--- config.mk ---
export PLATFORM = sky130hd
export DESIGN_NAME = prsi_sequencer
export DESIGN_NICKNAME = d
export VERILOG_FILES = /design/src/rtl/prsi_pkg.sv /design/src/rtl/prsi_sequencer.sv
export SDC_FILE = /design/constraint.sdc
export NUM_CORES = 1
export LEC_CHECK = 0
export BUFFER_PORTS_ARGS = -buffer_cell sky130_fd_sc_hd__clkbuf_2
export CELL_PAD_IN_SITES_DETAIL_PLACEMENT = 0
export CELL_PAD_IN_SITES_GLOBAL_PLACEMENT = 2
export CORE_UTILIZATION = 39
export DETAILED_ROUTE_END_ITERATION = 8
export PLACE_DENSITY = 0.95
export RECOVER_POWER = 100
export SYNTH_ARGS = -nofsm -noshare
export SYNTH_HDL_FRONTEND = slang
export SYNTH_SLANG_ARGS = --single-unit
--- constraint.sdc ---
create_clock -name pclk -period 6.1 [get_ports pclk]
set_input_delay 0.915 -clock pclk [delete_from_list [all_inputs] [get_ports pclk]]
set_output_delay 0.915 -clock pclk [all_outputs]
set_load 0.02 [all_outputs]
--- src/rtl/prsi_pkg.sv ---
package prsi_pkg;

    localparam int PC_W        = 14;
    localparam int IN_PAGE_W   = 7;
    localparam int PAGE_W      = PC_W - IN_PAGE_W;
    localparam int SP_W        = 3;
    localparam int STACK_DEPTH = 8;
    localparam int NUM_SRC     = 8;
    localparam int SRC_W       = 3;
    localparam int ROM_W       = 10;
    localparam int TBL_W       = 8;
    localparam int RAM_W       = 4;
    localparam int GRP_W       = 4;
    localparam int TBL_PAGE_W  = 6;
    localparam int APB_AW      = 8;

    localparam logic [PC_W-1:0] PC_RESET    = 14'h0000;
    localparam logic [PC_W-1:0] VECTOR_BASE = 14'h0080;
    localparam logic [PC_W-1:0] PAGE2_BASE  = 14'h0100;
    localparam logic [SP_W-1:0] SP_RESET    = 3'h7;
    localparam logic [1:0]      LAT_SHORT   = 2'h2;
    localparam logic [1:0]      LAT_LONG    = 2'h3;

    localparam logic [APB_AW-1:0] OFF_ENABLE_ONE = 8'h00;
    localparam logic [APB_AW-1:0] OFF_ENABLE_TWO = 8'h04;
    localparam logic [APB_AW-1:0] OFF_REQ_FLAGS  = 8'h08;
    localparam logic [APB_AW-1:0] OFF_STATUS     = 8'h0c;
    localparam logic [APB_AW-1:0] OFF_PC         = 8'h10;
    localparam int STAT_SP_LSB  = 0;
    localparam int STAT_BANK    = 3;
    localparam int STAT_GIE     = 4;
    localparam int STAT_EI_ARM  = 5;

    typedef enum logic [3:0] {
        OP_STEP = 4'h0, OP_BRANCH = 4'h1, OP_CALL = 4'h2, OP_PAGE2_CALL = 4'h3,
        OP_RETURN = 4'h4, OP_INT_RETURN = 4'h5, OP_TABLE_REF = 4'h6, OP_EI = 4'h7,
        OP_DI = 4'h8, OP_SET_BANK = 4'h9, OP_CLR_BANK = 4'ha, OP_READ_SP = 4'hb,
        OP_SKIP_TEST = 4'hc, OP_LOAD_DP = 4'hd
    } prsi_op_t;

    typedef enum logic [1:0] {ST_IDLE = 2'b01, ST_WAIT = 2'b10} prsi_state_t;

    typedef struct packed {
        logic [0:0] z;
        logic [3:0] x;
        logic [3:0] y;
    } prsi_dp_t;

    typedef struct packed {
        prsi_dp_t   dp;
        logic       carry;
        logic       skip;
        logic [3:0] acc;
        logic [3:0] breg;
    } prsi_ctx_t;

    typedef struct packed {
        prsi_op_t        op;
        logic [1:0]      len;
        logic            multi;
        logic [PC_W-1:0] target;
        logic [5:0]      tbl_page;
        logic [6:0]      tbl_addr;
        logic [2:0]      src;
        logic [1:0]      bit_idx;
        prsi_dp_t        dp;
    } prsi_instr_t;

endpackage

--- src/rtl/prsi_sequencer.sv ---
// Register access over APB and the placing of the registers were left to the implementer.
`timescale 1ns/1ps
// Behaviour
// - eight return address stack entries
// - push pc on interrupt, call, table reference
// - level pointer wraps seven to zero, overwrites
// - three bit level pointer, readable by instruction
// - context saved only on interrupt entry
// - skip flag saved with interrupt context
// - pc steps by length or loads target
// - page bits above in-page seven bits
// - ram address from group, file, digit
// - ten bit words, 128 word pages
// - vectors in page one upper half
// - one word call into page two
// - table reference returns low eight bits
// - bank bit picks upper or lower pages for table reference
// - four bit ram words, bit operations
// - interrupt needs flag, enable, global enable
// - global enable set and cleared by instructions
// - taking interrupt clears global enable
// - enable bit picks interrupt or skip use
// - request flag sticky until taken or skipped
// - pending flag fires on release, fixed priority
// - pointer registers need software initialisation; here reset clears dp to zero
// - entry clears only the served flag
// - entry two to three machine cycles later
// - enable acts after one further instruction
module prsi_sequencer
    import prsi_pkg::*;
#(
    parameter int DEPTH   = STACK_DEPTH,
    parameter int SOURCES = NUM_SRC
) (
    input  wire logic              pclk,              // clock
    input  wire logic              presetn,           // async reset, low
    input  wire logic              psel,              // apb select
    input  wire logic              penable,           // apb enable
    input  wire logic              pwrite,            // apb direction
    input  wire logic [APB_AW-1:0] paddr,             // apb byte address
    input  wire logic [31:0]       pwdata,            // apb write data
    output logic      [31:0]       prdata,            // apb read data
    output logic                   pready,            // apb ready
    output logic                   pslverr,           // apb error
    input  wire logic              mc_tick,           // machine cycle enable
    input  wire logic              instr_valid,       // instruction completes
    input  wire prsi_instr_t       instr,             // decoded instruction
    input  wire prsi_ctx_t         cur_ctx,           // live alu context
    input  wire logic [NUM_SRC-1:0] src_event,        // activation pulses
    input  wire logic [ROM_W-1:0]  rom_word,          // word at pc
    output logic      [PC_W-1:0]   pc,                // program counter
    output prsi_dp_t               ram_addr,          // ram pointer
    output logic      [RAM_W-1:0]  ram_bit_mask,      // bit select
    output logic      [TBL_W-1:0]  table_data,        // table reference data
    output logic                   table_valid,       // table data pulse
    output logic                   skip_taken,        // skip decision pulse
    output logic      [SP_W-1:0]   sp_level,          // level for accumulator
    output prsi_ctx_t              ctx_restore,       // restored context
    output logic                   ctx_restore_valid, // restore pulse
    output logic                   int_taken          // entry pulse
);

    if (DEPTH != STACK_DEPTH || SOURCES != NUM_SRC) begin : g_check
        $error("prsi_sequencer: unsupported depth or source count");
    end

    function automatic logic [PC_W-1:0] pc_add(input logic [PC_W-1:0] p,
                                               input logic [1:0] n);
        pc_add = p + {{(PC_W-2){1'b0}}, n};
    endfunction

    function automatic logic [SRC_W-1:0] prio(input logic [NUM_SRC-1:0] v);
        prio = '0;
        for (int i = NUM_SRC - 1; i >= 0; i--) begin
            if (v[i]) begin
                prio = SRC_W'(i);
            end
        end
    endfunction

    function automatic logic [RAM_W-1:0] bit_mask(input logic [1:0] j);
        bit_mask = 4'h1 << j;
    endfunction

    ////////////////////////////////////////////////////////////////////////
    // state

    logic [PC_W-1:0]    stack_mem [STACK_DEPTH];
    logic [SP_W-1:0]    sp;
    prsi_dp_t           dp;
    prsi_ctx_t          ctx_save;
    logic               gie;
    logic               ei_arm;
    logic               bank;
    logic               tbl_pending;
    logic [NUM_SRC-1:0] req_flag;
    logic [GRP_W-1:0]   enable_group_one;
    logic [GRP_W-1:0]   enable_group_two;
    prsi_state_t        state;
    logic [1:0]         lat_cnt;
    logic               lat_long;

    ////////////////////////////////////////////////////////////////////////
    // decode

    wire [NUM_SRC-1:0] en_bits   = {enable_group_two, enable_group_one};
    wire [NUM_SRC-1:0] active    = req_flag & en_bits & {NUM_SRC{gie}};
    wire               any_req   = |active;
    wire [SRC_W-1:0]   serve     = prio(active);
    wire [1:0]         need      = lat_long ? LAT_LONG : LAT_SHORT;
    // at or past the target: a table fetch may hold entry off for a tick
    wire               int_enter = (state == ST_WAIT) & mc_tick & any_req
                                   & (lat_cnt >= need) & ~tbl_pending;
    wire               exec      = mc_tick & instr_valid & ~int_enter & ~tbl_pending;
    wire               tbl_done  = mc_tick & tbl_pending;
    wire prsi_op_t     op        = instr.op;
    wire [PC_W-1:0]    pc_step   = pc_add(pc, instr.len);
    wire [SP_W-1:0]    sp_up     = sp + 3'h1;
    wire [SP_W-1:0]    sp_dn     = sp - 3'h1;
    wire [PC_W-1:0]    top       = stack_mem[sp];
    wire               is_call   = (op == OP_CALL) | (op == OP_PAGE2_CALL);
    wire               do_push   = int_enter | exec & (is_call | op == OP_TABLE_REF);
    wire               do_pop    = tbl_done | exec & (op == OP_RETURN | op == OP_INT_RETURN);
    wire [PC_W-1:0]    push_val  = int_enter ? pc : pc_step;
    wire [PC_W-1:0]    vec_addr  = VECTOR_BASE | {{(PC_W-SRC_W-1){1'b0}}, serve, 1'b0};
    wire [PC_W-1:0]    page2_adr = PAGE2_BASE | {{PAGE_W{1'b0}}, instr.target[6:0]};
    wire [PC_W-1:0]    tbl_adr   = {bank, instr.tbl_page, instr.tbl_addr};
    wire               skip_ok   = ~en_bits[instr.src] & req_flag[instr.src];
    wire               skip_hit  = exec & (op == OP_SKIP_TEST) & skip_ok;

    wire [PC_W-1:0] next_pc =
        int_enter                       ? vec_addr  :
        tbl_done                        ? top       :
        ~exec                           ? pc        :
        (op == OP_BRANCH | op == OP_CALL) ? instr.target :
        (op == OP_PAGE2_CALL)           ? page2_adr :
        (op == OP_RETURN | op == OP_INT_RETURN) ? top :
        (op == OP_TABLE_REF)            ? tbl_adr   : pc_step;

    wire [NUM_SRC-1:0] clr_mask =
        ({NUM_SRC{int_enter}} & (NUM_SRC'(1) << serve))
        | ({NUM_SRC{skip_hit}} & (NUM_SRC'(1) << instr.src));
    wire [NUM_SRC-1:0] next_req = src_event | (req_flag & ~clr_mask);

    ////////////////////////////////////////////////////////////////////////
    // program counter and stack

    always_ff @(posedge pclk or negedge presetn) begin
        if (!presetn) begin
            pc <= PC_RESET;
            sp <= SP_RESET;
        end else begin
            pc <= next_pc;
            if (do_push) begin
                sp <= sp_up;
            end else if (do_pop) begin
                sp <= sp_dn;
            end
        end
    end

    always_ff @(posedge pclk) begin
        if (do_push) begin
            stack_mem[sp_up] <= push_val;
        end
    end

    ////////////////////////////////////////////////////////////////////////
    // data pointer, context, table reference

    always_ff @(posedge pclk or negedge presetn) begin
        if (!presetn) begin
            dp                <= '0;
            ctx_save          <= '0;
            ctx_restore       <= '0;
            ctx_restore_valid <= 1'b0;
            tbl_pending       <= 1'b0;
            table_data        <= '0;
            table_valid       <= 1'b0;
            sp_level          <= '0;
            ram_bit_mask      <= '0;
            skip_taken        <= 1'b0;
            int_taken         <= 1'b0;
            bank              <= 1'b0;
        end else begin
            ctx_restore_valid <= 1'b0;
            table_valid       <= 1'b0;
            skip_taken        <= skip_hit;
            int_taken         <= int_enter;
            if (int_enter) begin
                ctx_save    <= cur_ctx;
                ctx_save.dp <= dp;
            end
            if (tbl_done) begin
                tbl_pending <= 1'b0;
                table_data  <= rom_word[TBL_W-1:0];
                table_valid <= 1'b1;
            end
            if (exec) begin
                ram_bit_mask <= bit_mask(instr.bit_idx);
                case (op)
                    OP_LOAD_DP:    dp <= instr.dp;
                    OP_TABLE_REF:  tbl_pending <= 1'b1;
                    OP_READ_SP:    sp_level <= sp;
                    OP_SET_BANK:   bank <= 1'b1;
                    OP_CLR_BANK:   bank <= 1'b0;
                    OP_INT_RETURN: begin
                        dp                <= ctx_save.dp;
                        ctx_restore       <= ctx_save;
                        ctx_restore_valid <= 1'b1;
                    end
                    default: ;
                endcase
            end
        end
    end

    assign ram_addr = dp;

    ////////////////////////////////////////////////////////////////////////
    // interrupt gating and latency

    always_ff @(posedge pclk or negedge presetn) begin
        if (!presetn) begin
            gie      <= 1'b0;
            ei_arm   <= 1'b0;
            req_flag <= '0;
            state    <= ST_IDLE;
            lat_cnt  <= '0;
            lat_long <= 1'b0;
        end else begin
            req_flag <= next_req;
            if (int_enter) begin
                gie    <= 1'b0;
                ei_arm <= 1'b0;
            end else if (exec) begin
                if (op == OP_EI) begin
                    ei_arm <= 1'b1;
                end else if (op == OP_DI) begin
                    gie    <= 1'b0;
                    ei_arm <= 1'b0;
                end else if (ei_arm) begin
                    gie    <= 1'b1;
                    ei_arm <= 1'b0;
                end
            end
            if (mc_tick) begin
                case (state)
                    ST_IDLE: begin
                        if (any_req) begin
                            state    <= ST_WAIT;
                            lat_cnt  <= 2'h1;
                            lat_long <= instr.multi;
                        end
                    end
                    ST_WAIT: begin
                        if (!any_req || int_enter) begin
                            state <= ST_IDLE;
                        end else if (lat_cnt != LAT_LONG) begin
                            lat_cnt <= lat_cnt + 2'h1;
                        end
                    end
                    default: state <= ST_IDLE;
                endcase
            end
        end
    end

    ////////////////////////////////////////////////////////////////////////
    // apb slave

    wire        setup   = psel & ~penable & ~pready;
    wire        wr_acc  = psel & penable & pready & pwrite;
    wire        hit     = paddr == OFF_ENABLE_ONE | paddr == OFF_ENABLE_TWO
                          | paddr == OFF_REQ_FLAGS | paddr == OFF_STATUS | paddr == OFF_PC;
    wire [31:0] status  = {26'h0, ei_arm, gie, bank, sp};
    wire [31:0] rd_mux  =
        (paddr == OFF_ENABLE_ONE) ? {28'h0, enable_group_one} :
        (paddr == OFF_ENABLE_TWO) ? {28'h0, enable_group_two} :
        (paddr == OFF_REQ_FLAGS)  ? {24'h0, req_flag} :
        (paddr == OFF_STATUS)     ? status :
        (paddr == OFF_PC)         ? {18'h0, pc} : 32'h0;

    always_ff @(posedge pclk or negedge presetn) begin
        if (!presetn) begin
            pready           <= 1'b0;
            pslverr          <= 1'b0;
            prdata           <= '0;
            enable_group_one <= '0;
            enable_group_two <= '0;
        end else begin
            pready  <= setup;
            pslverr <= setup & ~hit;
            prdata  <= (setup & ~pwrite) ? rd_mux : 32'h0;
            if (wr_acc && paddr == OFF_ENABLE_ONE) begin
                enable_group_one <= pwdata[GRP_W-1:0];
            end
            if (wr_acc && paddr == OFF_ENABLE_TWO) begin
                enable_group_two <= pwdata[GRP_W-1:0];
            end
        end
    end

    ////////////////////////////////////////////////////////////////////////
    // checks

    a_stack_wrap: assert property (@(posedge pclk) disable iff (!presetn)
        do_push && sp == 3'h7 |=> sp == 3'h0)
        else $error("stack level did not wrap");
    a_call_push: assert property (@(posedge pclk) disable iff (!presetn)
        exec && op == OP_CALL |=> pc == $past(instr.target) && top == $past(pc_step))
        else $error("call did not push return address");
    a_int_gate: assert property (@(posedge pclk) disable iff (!presetn)
        int_enter |-> gie && (req_flag[serve] & en_bits[serve]))
        else $error("interrupt taken without all conditions");
    a_int_gie_clr: assert property (@(posedge pclk) disable iff (!presetn)
        int_enter |=> !gie && int_taken)
        else $error("global enable not cleared on entry");
    a_ei_delay: assert property (@(posedge pclk) disable iff (!presetn)
        exec && op == OP_EI && !gie |=> !gie)
        else $error("enable acted without delay");
    a_flag_sticky: assert property (@(posedge pclk) disable iff (!presetn)
        1'b1 |=> (req_flag & $past(req_flag & ~clr_mask)) == $past(req_flag & ~clr_mask))
        else $error("request flag lost");
    a_vector_pc: assert property (@(posedge pclk) disable iff (!presetn)
        int_taken |-> pc >= 14'h0080 && pc <= 14'h00ff && !pc[0])
        else $error("vector outside page one upper half");
    a_int_latency: assert property (@(posedge pclk) disable iff (!presetn)
        int_enter |-> lat_cnt >= 2'h2)
        else $error("interrupt entered too early");
    a_page_wrap: assert property (@(posedge pclk) disable iff (!presetn)
        exec && op == OP_STEP && instr.len == 2'h1 && pc[6:0] == 7'h7f
        |=> pc[6:0] == 7'h00 && pc[13:7] == $past(pc[13:7]) + 7'h01)
        else $error("page crossing wrong");
    a_table_data: assert property (@(posedge pclk) disable iff (!presetn)
        tbl_done |=> table_valid && table_data == $past(rom_word[7:0]))
        else $error("table data wrong");
    a_ctx_save: assert property (@(posedge pclk) disable iff (!presetn)
        int_enter |=> ctx_save.skip == $past(cur_ctx.skip) && ctx_save.dp == $past(dp))
        else $error("context not saved");
    a_serve_clear: assert property (@(posedge pclk) disable iff (!presetn)
        int_enter && src_event == '0 |=> (req_flag & ~$past(req_flag)) == '0
        && $countones(req_flag) + 1 == $countones($past(req_flag)))
        else $error("entry cleared wrong request flags");
    a_di_clear: assert property (@(posedge pclk) disable iff (!presetn)
        exec && op == OP_DI |=> !gie && !ei_arm)
        else $error("disable left interrupts armed");
    a_skip_mode: assert property (@(posedge pclk) disable iff (!presetn)
        exec && op == OP_SKIP_TEST && en_bits[instr.src] |=> !skip_taken)
        else $error("skip taken on enabled source");
    a_ctx_return: assert property (@(posedge pclk) disable iff (!presetn)
        exec && op == OP_INT_RETURN |=> ctx_restore_valid && ctx_restore == $past(ctx_save)
        && pc == $past(top) && dp == $past(ctx_save.dp))
        else $error("interrupt return did not restore");
    a_ctx_hold: assert property (@(posedge pclk) disable iff (!presetn)
        !int_enter |=> $stable(ctx_save))
        else $error("context changed outside entry");
    a_page2_call: assert property (@(posedge pclk) disable iff (!presetn)
        exec && op == OP_PAGE2_CALL |=> pc[13:7] == 7'h02)
        else $error("page two call left page two");
    a_table_bank: assert property (@(posedge pclk) disable iff (!presetn)
        exec && op == OP_TABLE_REF |=> pc[13] == $past(bank) && tbl_pending)
        else $error("table reference ignored bank");
    a_level_read: assert property (@(posedge pclk) disable iff (!presetn)
        exec && op == OP_READ_SP |=> sp_level == $past(sp))
        else $error("level read wrong");
    a_bit_onehot: assert property (@(posedge pclk) disable iff (!presetn)
        exec |=> $onehot(ram_bit_mask))
        else $error("bit mask not one hot");
    a_pc_tick: assert property (@(posedge pclk) disable iff (!presetn)
        !mc_tick |=> $stable(pc))
        else $error("pc moved between machine cycles");

endmodule

* Word-level counts from Yosys, hierarchy flattened
Memories as Yosys holds them, arrays and structs flattened.
Index checks and enable logic that the tools add are counted.
Widths: inputs -> output; s select.
** Word-level totals
- Word-level logic and storage cells :: 194
- Memory bits (writable) :: 112
- Memories :: 1
- Output and inout port bits :: 95
- Register bits after elaboration :: 124
- Input port bits :: 132
** Memory list
- stack_mem :: words 8, width 14, read ports 1, clocked after memory_dff 0, write ports 1, line prsi_sequencer.sv:88 : logic [PC_W-1:0] stack_mem [STACK_DEPTH];
** Operators by class
- Shift-type cells :: 3
- Add/sub/neg operators :: 4
- Bitwise operators :: 45
- $lt $le $gt $ge :: 2
- Mux-type cells :: 54
- Reductions and logical operators :: 21
- Eq/ne operators :: 25
** Operator list (count)
- $mux 14 :: 14
- $and 8x8->8 :: 5
- $mux 3 :: 10
- $eq 4x4->1 const B :: 6
- $and 1x1->1 :: 20
- $mux 1 :: 19
- $pmux 9 s2 :: 1
- $eq 4x3->1 const B :: 4
- $eq 8x4->1 const B :: 2
- $or 8x8->8 :: 2
- $shl 1x3->8 const A :: 2
- $add 14x2->14 :: 1
- $mux 2 :: 5
- $or 1x1->1 :: 10
- $reduce_bool 2->1 :: 5
- $reduce_and 3->1 :: 3
- $eq 4x2->1 const B :: 2
- $eq 8x3->1 const B :: 1
- $eq 8x5->1 const B :: 1
- $logic_not 8->1 :: 1
- $ne 2x2->1 const B :: 4
- $not 8->8 :: 1
- $pmux 2 s2 :: 2
- $reduce_and 2->1 :: 4
- other kinds (19) :: 29

* Logic depth before layout (Yosys ltp)
- Depth in word-level cells :: 16
- Mapped depth :: 11
- Depth with buffers taken out :: 8

* Worst setup path before layout
OpenSTA, ideal clock, no wires.
- Kind :: input to register
- Start point :: in mc_tick
- End point :: mem stack_mem[3][0] (enable)
- Path slack :: 2.546 ns
- Arrival :: 3.151 ns
- Path buffers :: 1
- Data required time :: 5.697 ns
- Stages :: 6
- Setup time :: 0.403 ns
- Cells stage by stage :: clkbuf_1 > nand3b_1 > a2111o_1 > o21ai_0 > nand2_1 > nor3_1
** On the way
- Longest elaborated chain between the ends :: 11
- Elaborated cells on any way between the ends :: 12
- Classes of those cells :: mux (2); bitwise (10)
** Ends and longest elaborated chain
- start, declared :: line prsi_sequencer.sv:45 : input wire logic mc_tick,
- $and 1x1->1 (2 in a row) :: line prsi_sequencer.sv:112 : wire int_enter = (state == ST_WAIT) & mc_tick & any_req
- $and 1x1->1 (2 in a row) :: line prsi_sequencer.sv:113 : & (lat_cnt >= need) & ~tbl_pending;
- $not 1->1 :: line prsi_sequencer.sv:114 : wire exec = mc_tick & instr_valid & ~int_enter & ~tbl_pending;
- $and 1x1->1 (2 in a row) :: line prsi_sequencer.sv:114
- $and 1x1->1 :: line prsi_sequencer.sv:122 : wire do_push = int_enter | exec & (is_call | op == OP_TABLE_REF);
- $or 1x1->1 (*) :: line prsi_sequencer.sv:122
- $mux 1 (*) :: line prsi_sequencer.sv:163 : if (do_push) begin
- $mux 1 (not written as such) (*) :: line prsi_sequencer.sv:164 : stack_mem[sp_up] <= push_val;
- end, declared :: line prsi_sequencer.sv:88
Mark *: on every way between the ends. The rest lies on a longest branch, timed or not.

* Worst setup path in the final report
- Start point :: in mc_tick
- End point :: mem stack_mem[3][1], data pin
** On the way
- Longest elaborated chain between the ends :: 5
** Ends and longest elaborated chain
- $and 1x1->1 (2 in a row) :: line prsi_sequencer.sv:112
- $and 1x1->1 (2 in a row) :: line prsi_sequencer.sv:113
- $mux 14 :: line prsi_sequencer.sv:124 : wire [PC_W-1:0] push_val = int_enter ? pc : pc_step;
- net push_val[1] :: line prsi_sequencer.sv:124
The timed path passes the listed nets, and every way through them passes these cells.

==> results.rst <==
.. list-table::
   :header-rows: 1

   * - Metric
     - Value
   * - First DRT Iteration DRCs
     - about 740
   * - Maximum level of the CTS H-tree
     - 1
   * - Sequential cell fraction of total power
     - 44.1%
   * - Pin slew with the least headroom to its limit
     - roughly 3800 ps
   * - Total Die Area
     - between 20000 and 30000 sq um
   * - Growth of design area from synthesis to finish
     - 16.8%
   * - Routed length per instance
     - ~21 um
   * - Gr ovfl total
     - 0
   * - Pin count of the biggest net entering global routing
     - between 60 and 70
   * - Root buffer cell
     - clkbuf_16
   * - Clock Sink Count
     - roughly 240
   * - Main synth FF type
     - dfrtp_1
   * - Number of input and output port buffers inserted
     - ~170
   * - Yosys cell types
     - 77
   * - Total DRC errors in the routed layout
     - 0
   * - Number of gates resized after cts
     - 0
   * - Syn Inst Count
     - 900
   * - Register area
     - between 6000 and 7000 sq um
   * - Setup_tns
     - 0 ps
   * - Kind of end point of the critical path
     - register
   * - Final-report max-slew violation count
     - roughly 180
   * - Layout net count
     - 1191
   * - Fraction of final layout cells with drive strength greater than 1
     - between 15 and 20%
   * - Number of antenna violations at the first check in global routing
     - 0
   * - Initial core utilization
     - approximately two fifths
   * - Setup bufs post-CTS
     - 0
   * - Most frequently used cell type in the post-synthesis netlist
     - nand2_1
   * - Finish-stage setup viols
     - 0
   * - Boundary pin count
     - between 200 and 250
   * - Static leakage power
     - just over 5 nW
   * - Critical path startpoint category
     - input pin
   * - Share of the yosys chip area belonging to registers
     - 58.7%
   * - Share of synthesized flip-flops with an asynchronous set or reset
     - between 50% and 60%
   * - Clock power frac
     - approximately 36%
   * - Routed WL
     - around 30000 um
   * - Outcome
     - finished with violations
   * - Start-to-end type of the worst setup path
     - in -> reg
   * - Top cells by area, synth
     - edfxtp_1 (30%), dfrtp_1 (27%), mux4_2 (5.9%), nand2_1 (4.5%), mux2_2 (3.2%)
   * - Clock latency reported for the late side of the worst-skew pair
     - 530 ps
   * - Overall fraction of global-route tracks in use
     - between 20% and 30%
   * - #FFs+latches synth
     - about 240
   * - Post-CTS Hold Fix Bufs
     - 0
   * - Number of buffers created by CTS
     - 26
   * - Sw Ratio
     - between 20 and 30%
   * - Die span in x
     - ~170 um
   * - Std cell rows
     - 61
   * - Power density over cell area
     - 366 nW/um^2
   * - Clk slew on worst S/H paths
     - 60 ps
   * - Part of the power in combinational logic
     - between 20 and 25%
   * - Avg Cell Area, Syn
     - approximately 12 sq um
   * - Number of global-route vias before repair
     - approximately 7600
   * - Count of yosys warnings during synthesis
     - 0
   * - Highest ir drop seen on vdd
     - 211 uV
   * - Most instantiated cells after synthesis
     - nand2_1 (132), dfrtp_1 (120), edfxtp_1 (112), nor2_1 (47), clkbuf_1 (33)
   * - Post-route antenna net violation count
     - 0
   * - Die height
     - approximately 170 um
   * - Int Pwr
     - 3.31 mW
   * - Area of the mapped netlist
     - about 11000 sq um
   * - Area used by multi-input combinational logic
     - just over 4000 sq um
   * - Ratio of routed vias to standard cells
     - between 5 and 6
   * - Core region area
     - 27800 sq um
   * - Post-synth EDFFs
     - between 100 and 150
   * - Tcrit/Tclk final
     - around 68%
   * - Violations in the final reports
     - max-capacitance violations, max-slew violations
   * - MaxCap Viol Count
     - 8
   * - Final critical-path setup slack
     - between 1500 and 2000 ps
   * - Final critical path time including I/O delays and setup
     - 4140 ps
   * - Peak clock frequency supported by timing
     - between 0.2 and 0.25 GHz
   * - Worst Clk Skew
     - between 10 and 15 ps
   * - Area share of the leading cell type in the synthesized netlist
     - between 30% and 40%
   * - TritonCTS clock tree
     - yes
   * - Setup repair after global routing missed its margin
     - false
   * - Final hold violations
     - 0
   * - Final antenna diode count
     - 0
   * - Cell type contributing the most total cell area after synthesis
     - edfxtp_1
   * - Setup slack after placement
     - 2020 ps
   * - WP data arrival
     - approximately 4300 ps
   * - Fillers
     - approximately 2600
   * - Total net switching power
     - 1.40 mW
   * - Headroom to the max-slew limit
     - -151%
   * - HPWL after detailed placement
     - 20100 um
   * - Routed vias
     - 7844
   * - Final Wtd Congestion
     - 0.833
   * - First-pass iteration count of the detailed router
     - 6
   * - Min-Delay Path Class
     - reg -> reg
   * - Global-route wire length before repair
     - between 40000 and 50000 um
   * - Crit Path Max Fanout
     - 44
   * - Required time reported for the critical path endpoint
     - just over 6000 ps
   * - Clock buffer depth
     - 3
[state kept, by name (all words and copies together) (netlist names), 4 cells and up]
signal	count
stack_mem	112
ctx_restore	19
ctx_save	19
pc	14
prdata	14
ram_addr	9
req_flag	8
table_data	8
enable_group_one	4
enable_group_two	4
ram_bit_mask	4
[routing by layer]
metal / share of wire [%] / routed length, um / vias up / track usage [%]
met5: 0 / 0 / - / 0
met4: 2.3 / 692 / 0 / 6.19
met3: 6.3 / 1900 / 44 / 3.30
met2: 50 / 14900 / 272 / 34.7
met1: 42 / 12500 / 3931 / 27.8
li1: - / - / 3597 / -
[worst paths after layout]
check,cells after the start,start,end,slack [ps]
min in group asynchronous,1,presetn,ctx_restore[1],1690
worst min-delay path,2,ctx_save[1],ctx_save[1],470
worst max register to register,5,sp[1],stack_mem[1][9],1960
worst max-delay path,6,mc_tick,stack_mem[3][1],1960
max in group asynchronous,2,presetn,prdata[12],2080
worst min register to register,2,ctx_save[1],ctx_save[1],470
[critical path, cell delays in order]
cell and delay (ps):
clkbuf_1 290, nor4bb_1 310, and3_1 460, nand2_4 430, inv_1 1200, o21ai_0 590
[per-stage QoR]
| stage | hold WS (ps) | cell area (sq um) | std cells | power [mW] | utilization [%] |
|---|---|---|---|---|---|
| 6_report | 469 | 12900 | 1450 | 4.71 | 46.4 |
| 5_1_grt | 498 | 12900 | 1450 | 4.91 | 46.4 |
| 4_1_cts | 473 | 13100 | 1450 | 4.77 | 47.0 |
| 3_5_place_dp | 459 | 12100 | 1402 | 3.09 | 43.7 |
| 3_3_place_gp | 454 | 12100 | 1402 | 3.06 | 43.7 |
| 2_1_floorplan | 438 | 11100 | 917 | 2.75 | - |
[cells in the final DEF, fill, tap and decap left out, types with 5 or more instances in the layout]
| master | n |
|---|---|
| xnor2_1 | 18 |
| nand2b_1 | 17 |
| nand3_1 | 17 |
| conb_1 | 18 |
| mux2i_1 | 24 |
| inv_1 | 20 |
| o21ai_0 | 31 |
| a2111oi_0 | 6 |
| o21a_1 | 5 |
| clkbuf_2 | 89 |
| clkinv_1 | 7 |
| nor2b_1 | 6 |
| mux2_2 | 31 |
| a22o_1 | 5 |
| nor4_1 | 7 |
| nor2_1 | 47 |
| a32o_1 | 5 |
| dfrtp_1 | 120 |
| nand4_1 | 11 |
| and3_1 | 10 |
| o211ai_1 | 5 |
| edfxtp_1 | 112 |
| nor3_1 | 22 |
| clkbuf_16 | 26 |
| bufinv_16 | 6 |
| a21oi_1 | 30 |
| nor3b_1 | 5 |
| xor2_1 | 8 |
| ha_1 | 6 |
| clkbuf_1 | 87 |
| o21bai_1 | 5 |
| a31oi_1 | 11 |
| mux4_2 | 29 |
| nand2_1 | 132 |
| a211oi_1 | 10 |
[power by group through the flow]
stage	Sequential [mW]	Clock (mW)	Combinational, mW
after floorplan	2.04	0	0.709
after global placement	2.10	0	0.953
after detailed placement	2.11	0	0.979
after CTS	2.08	1.70	0.985
after global routing	2.09	1.77	1.05
final	2.08	1.67	0.961
[final cells by class]
cell class	instances	area share, %
well taps	378	3.67
clock buffers	28	5.11
flip-flops and latches	236	50.2
multi-input cells	590	32.3
inverters	20	0.583
clock inverters	20	2.01
repair buffers	178	6.17
[cell families after synthesis]
family	synth area share [%]
XOR/XNOR	2.06
adder cells (fa/ha/maj)	0.862
AO/OA/AOI/OAI	10.0
flip-flops	58.7
AND/OR/NAND/NOR	12.9
buffers and inverters	4.01
multiplexers	11.5
other	0.0340
(Power assumes the default switching activity.)
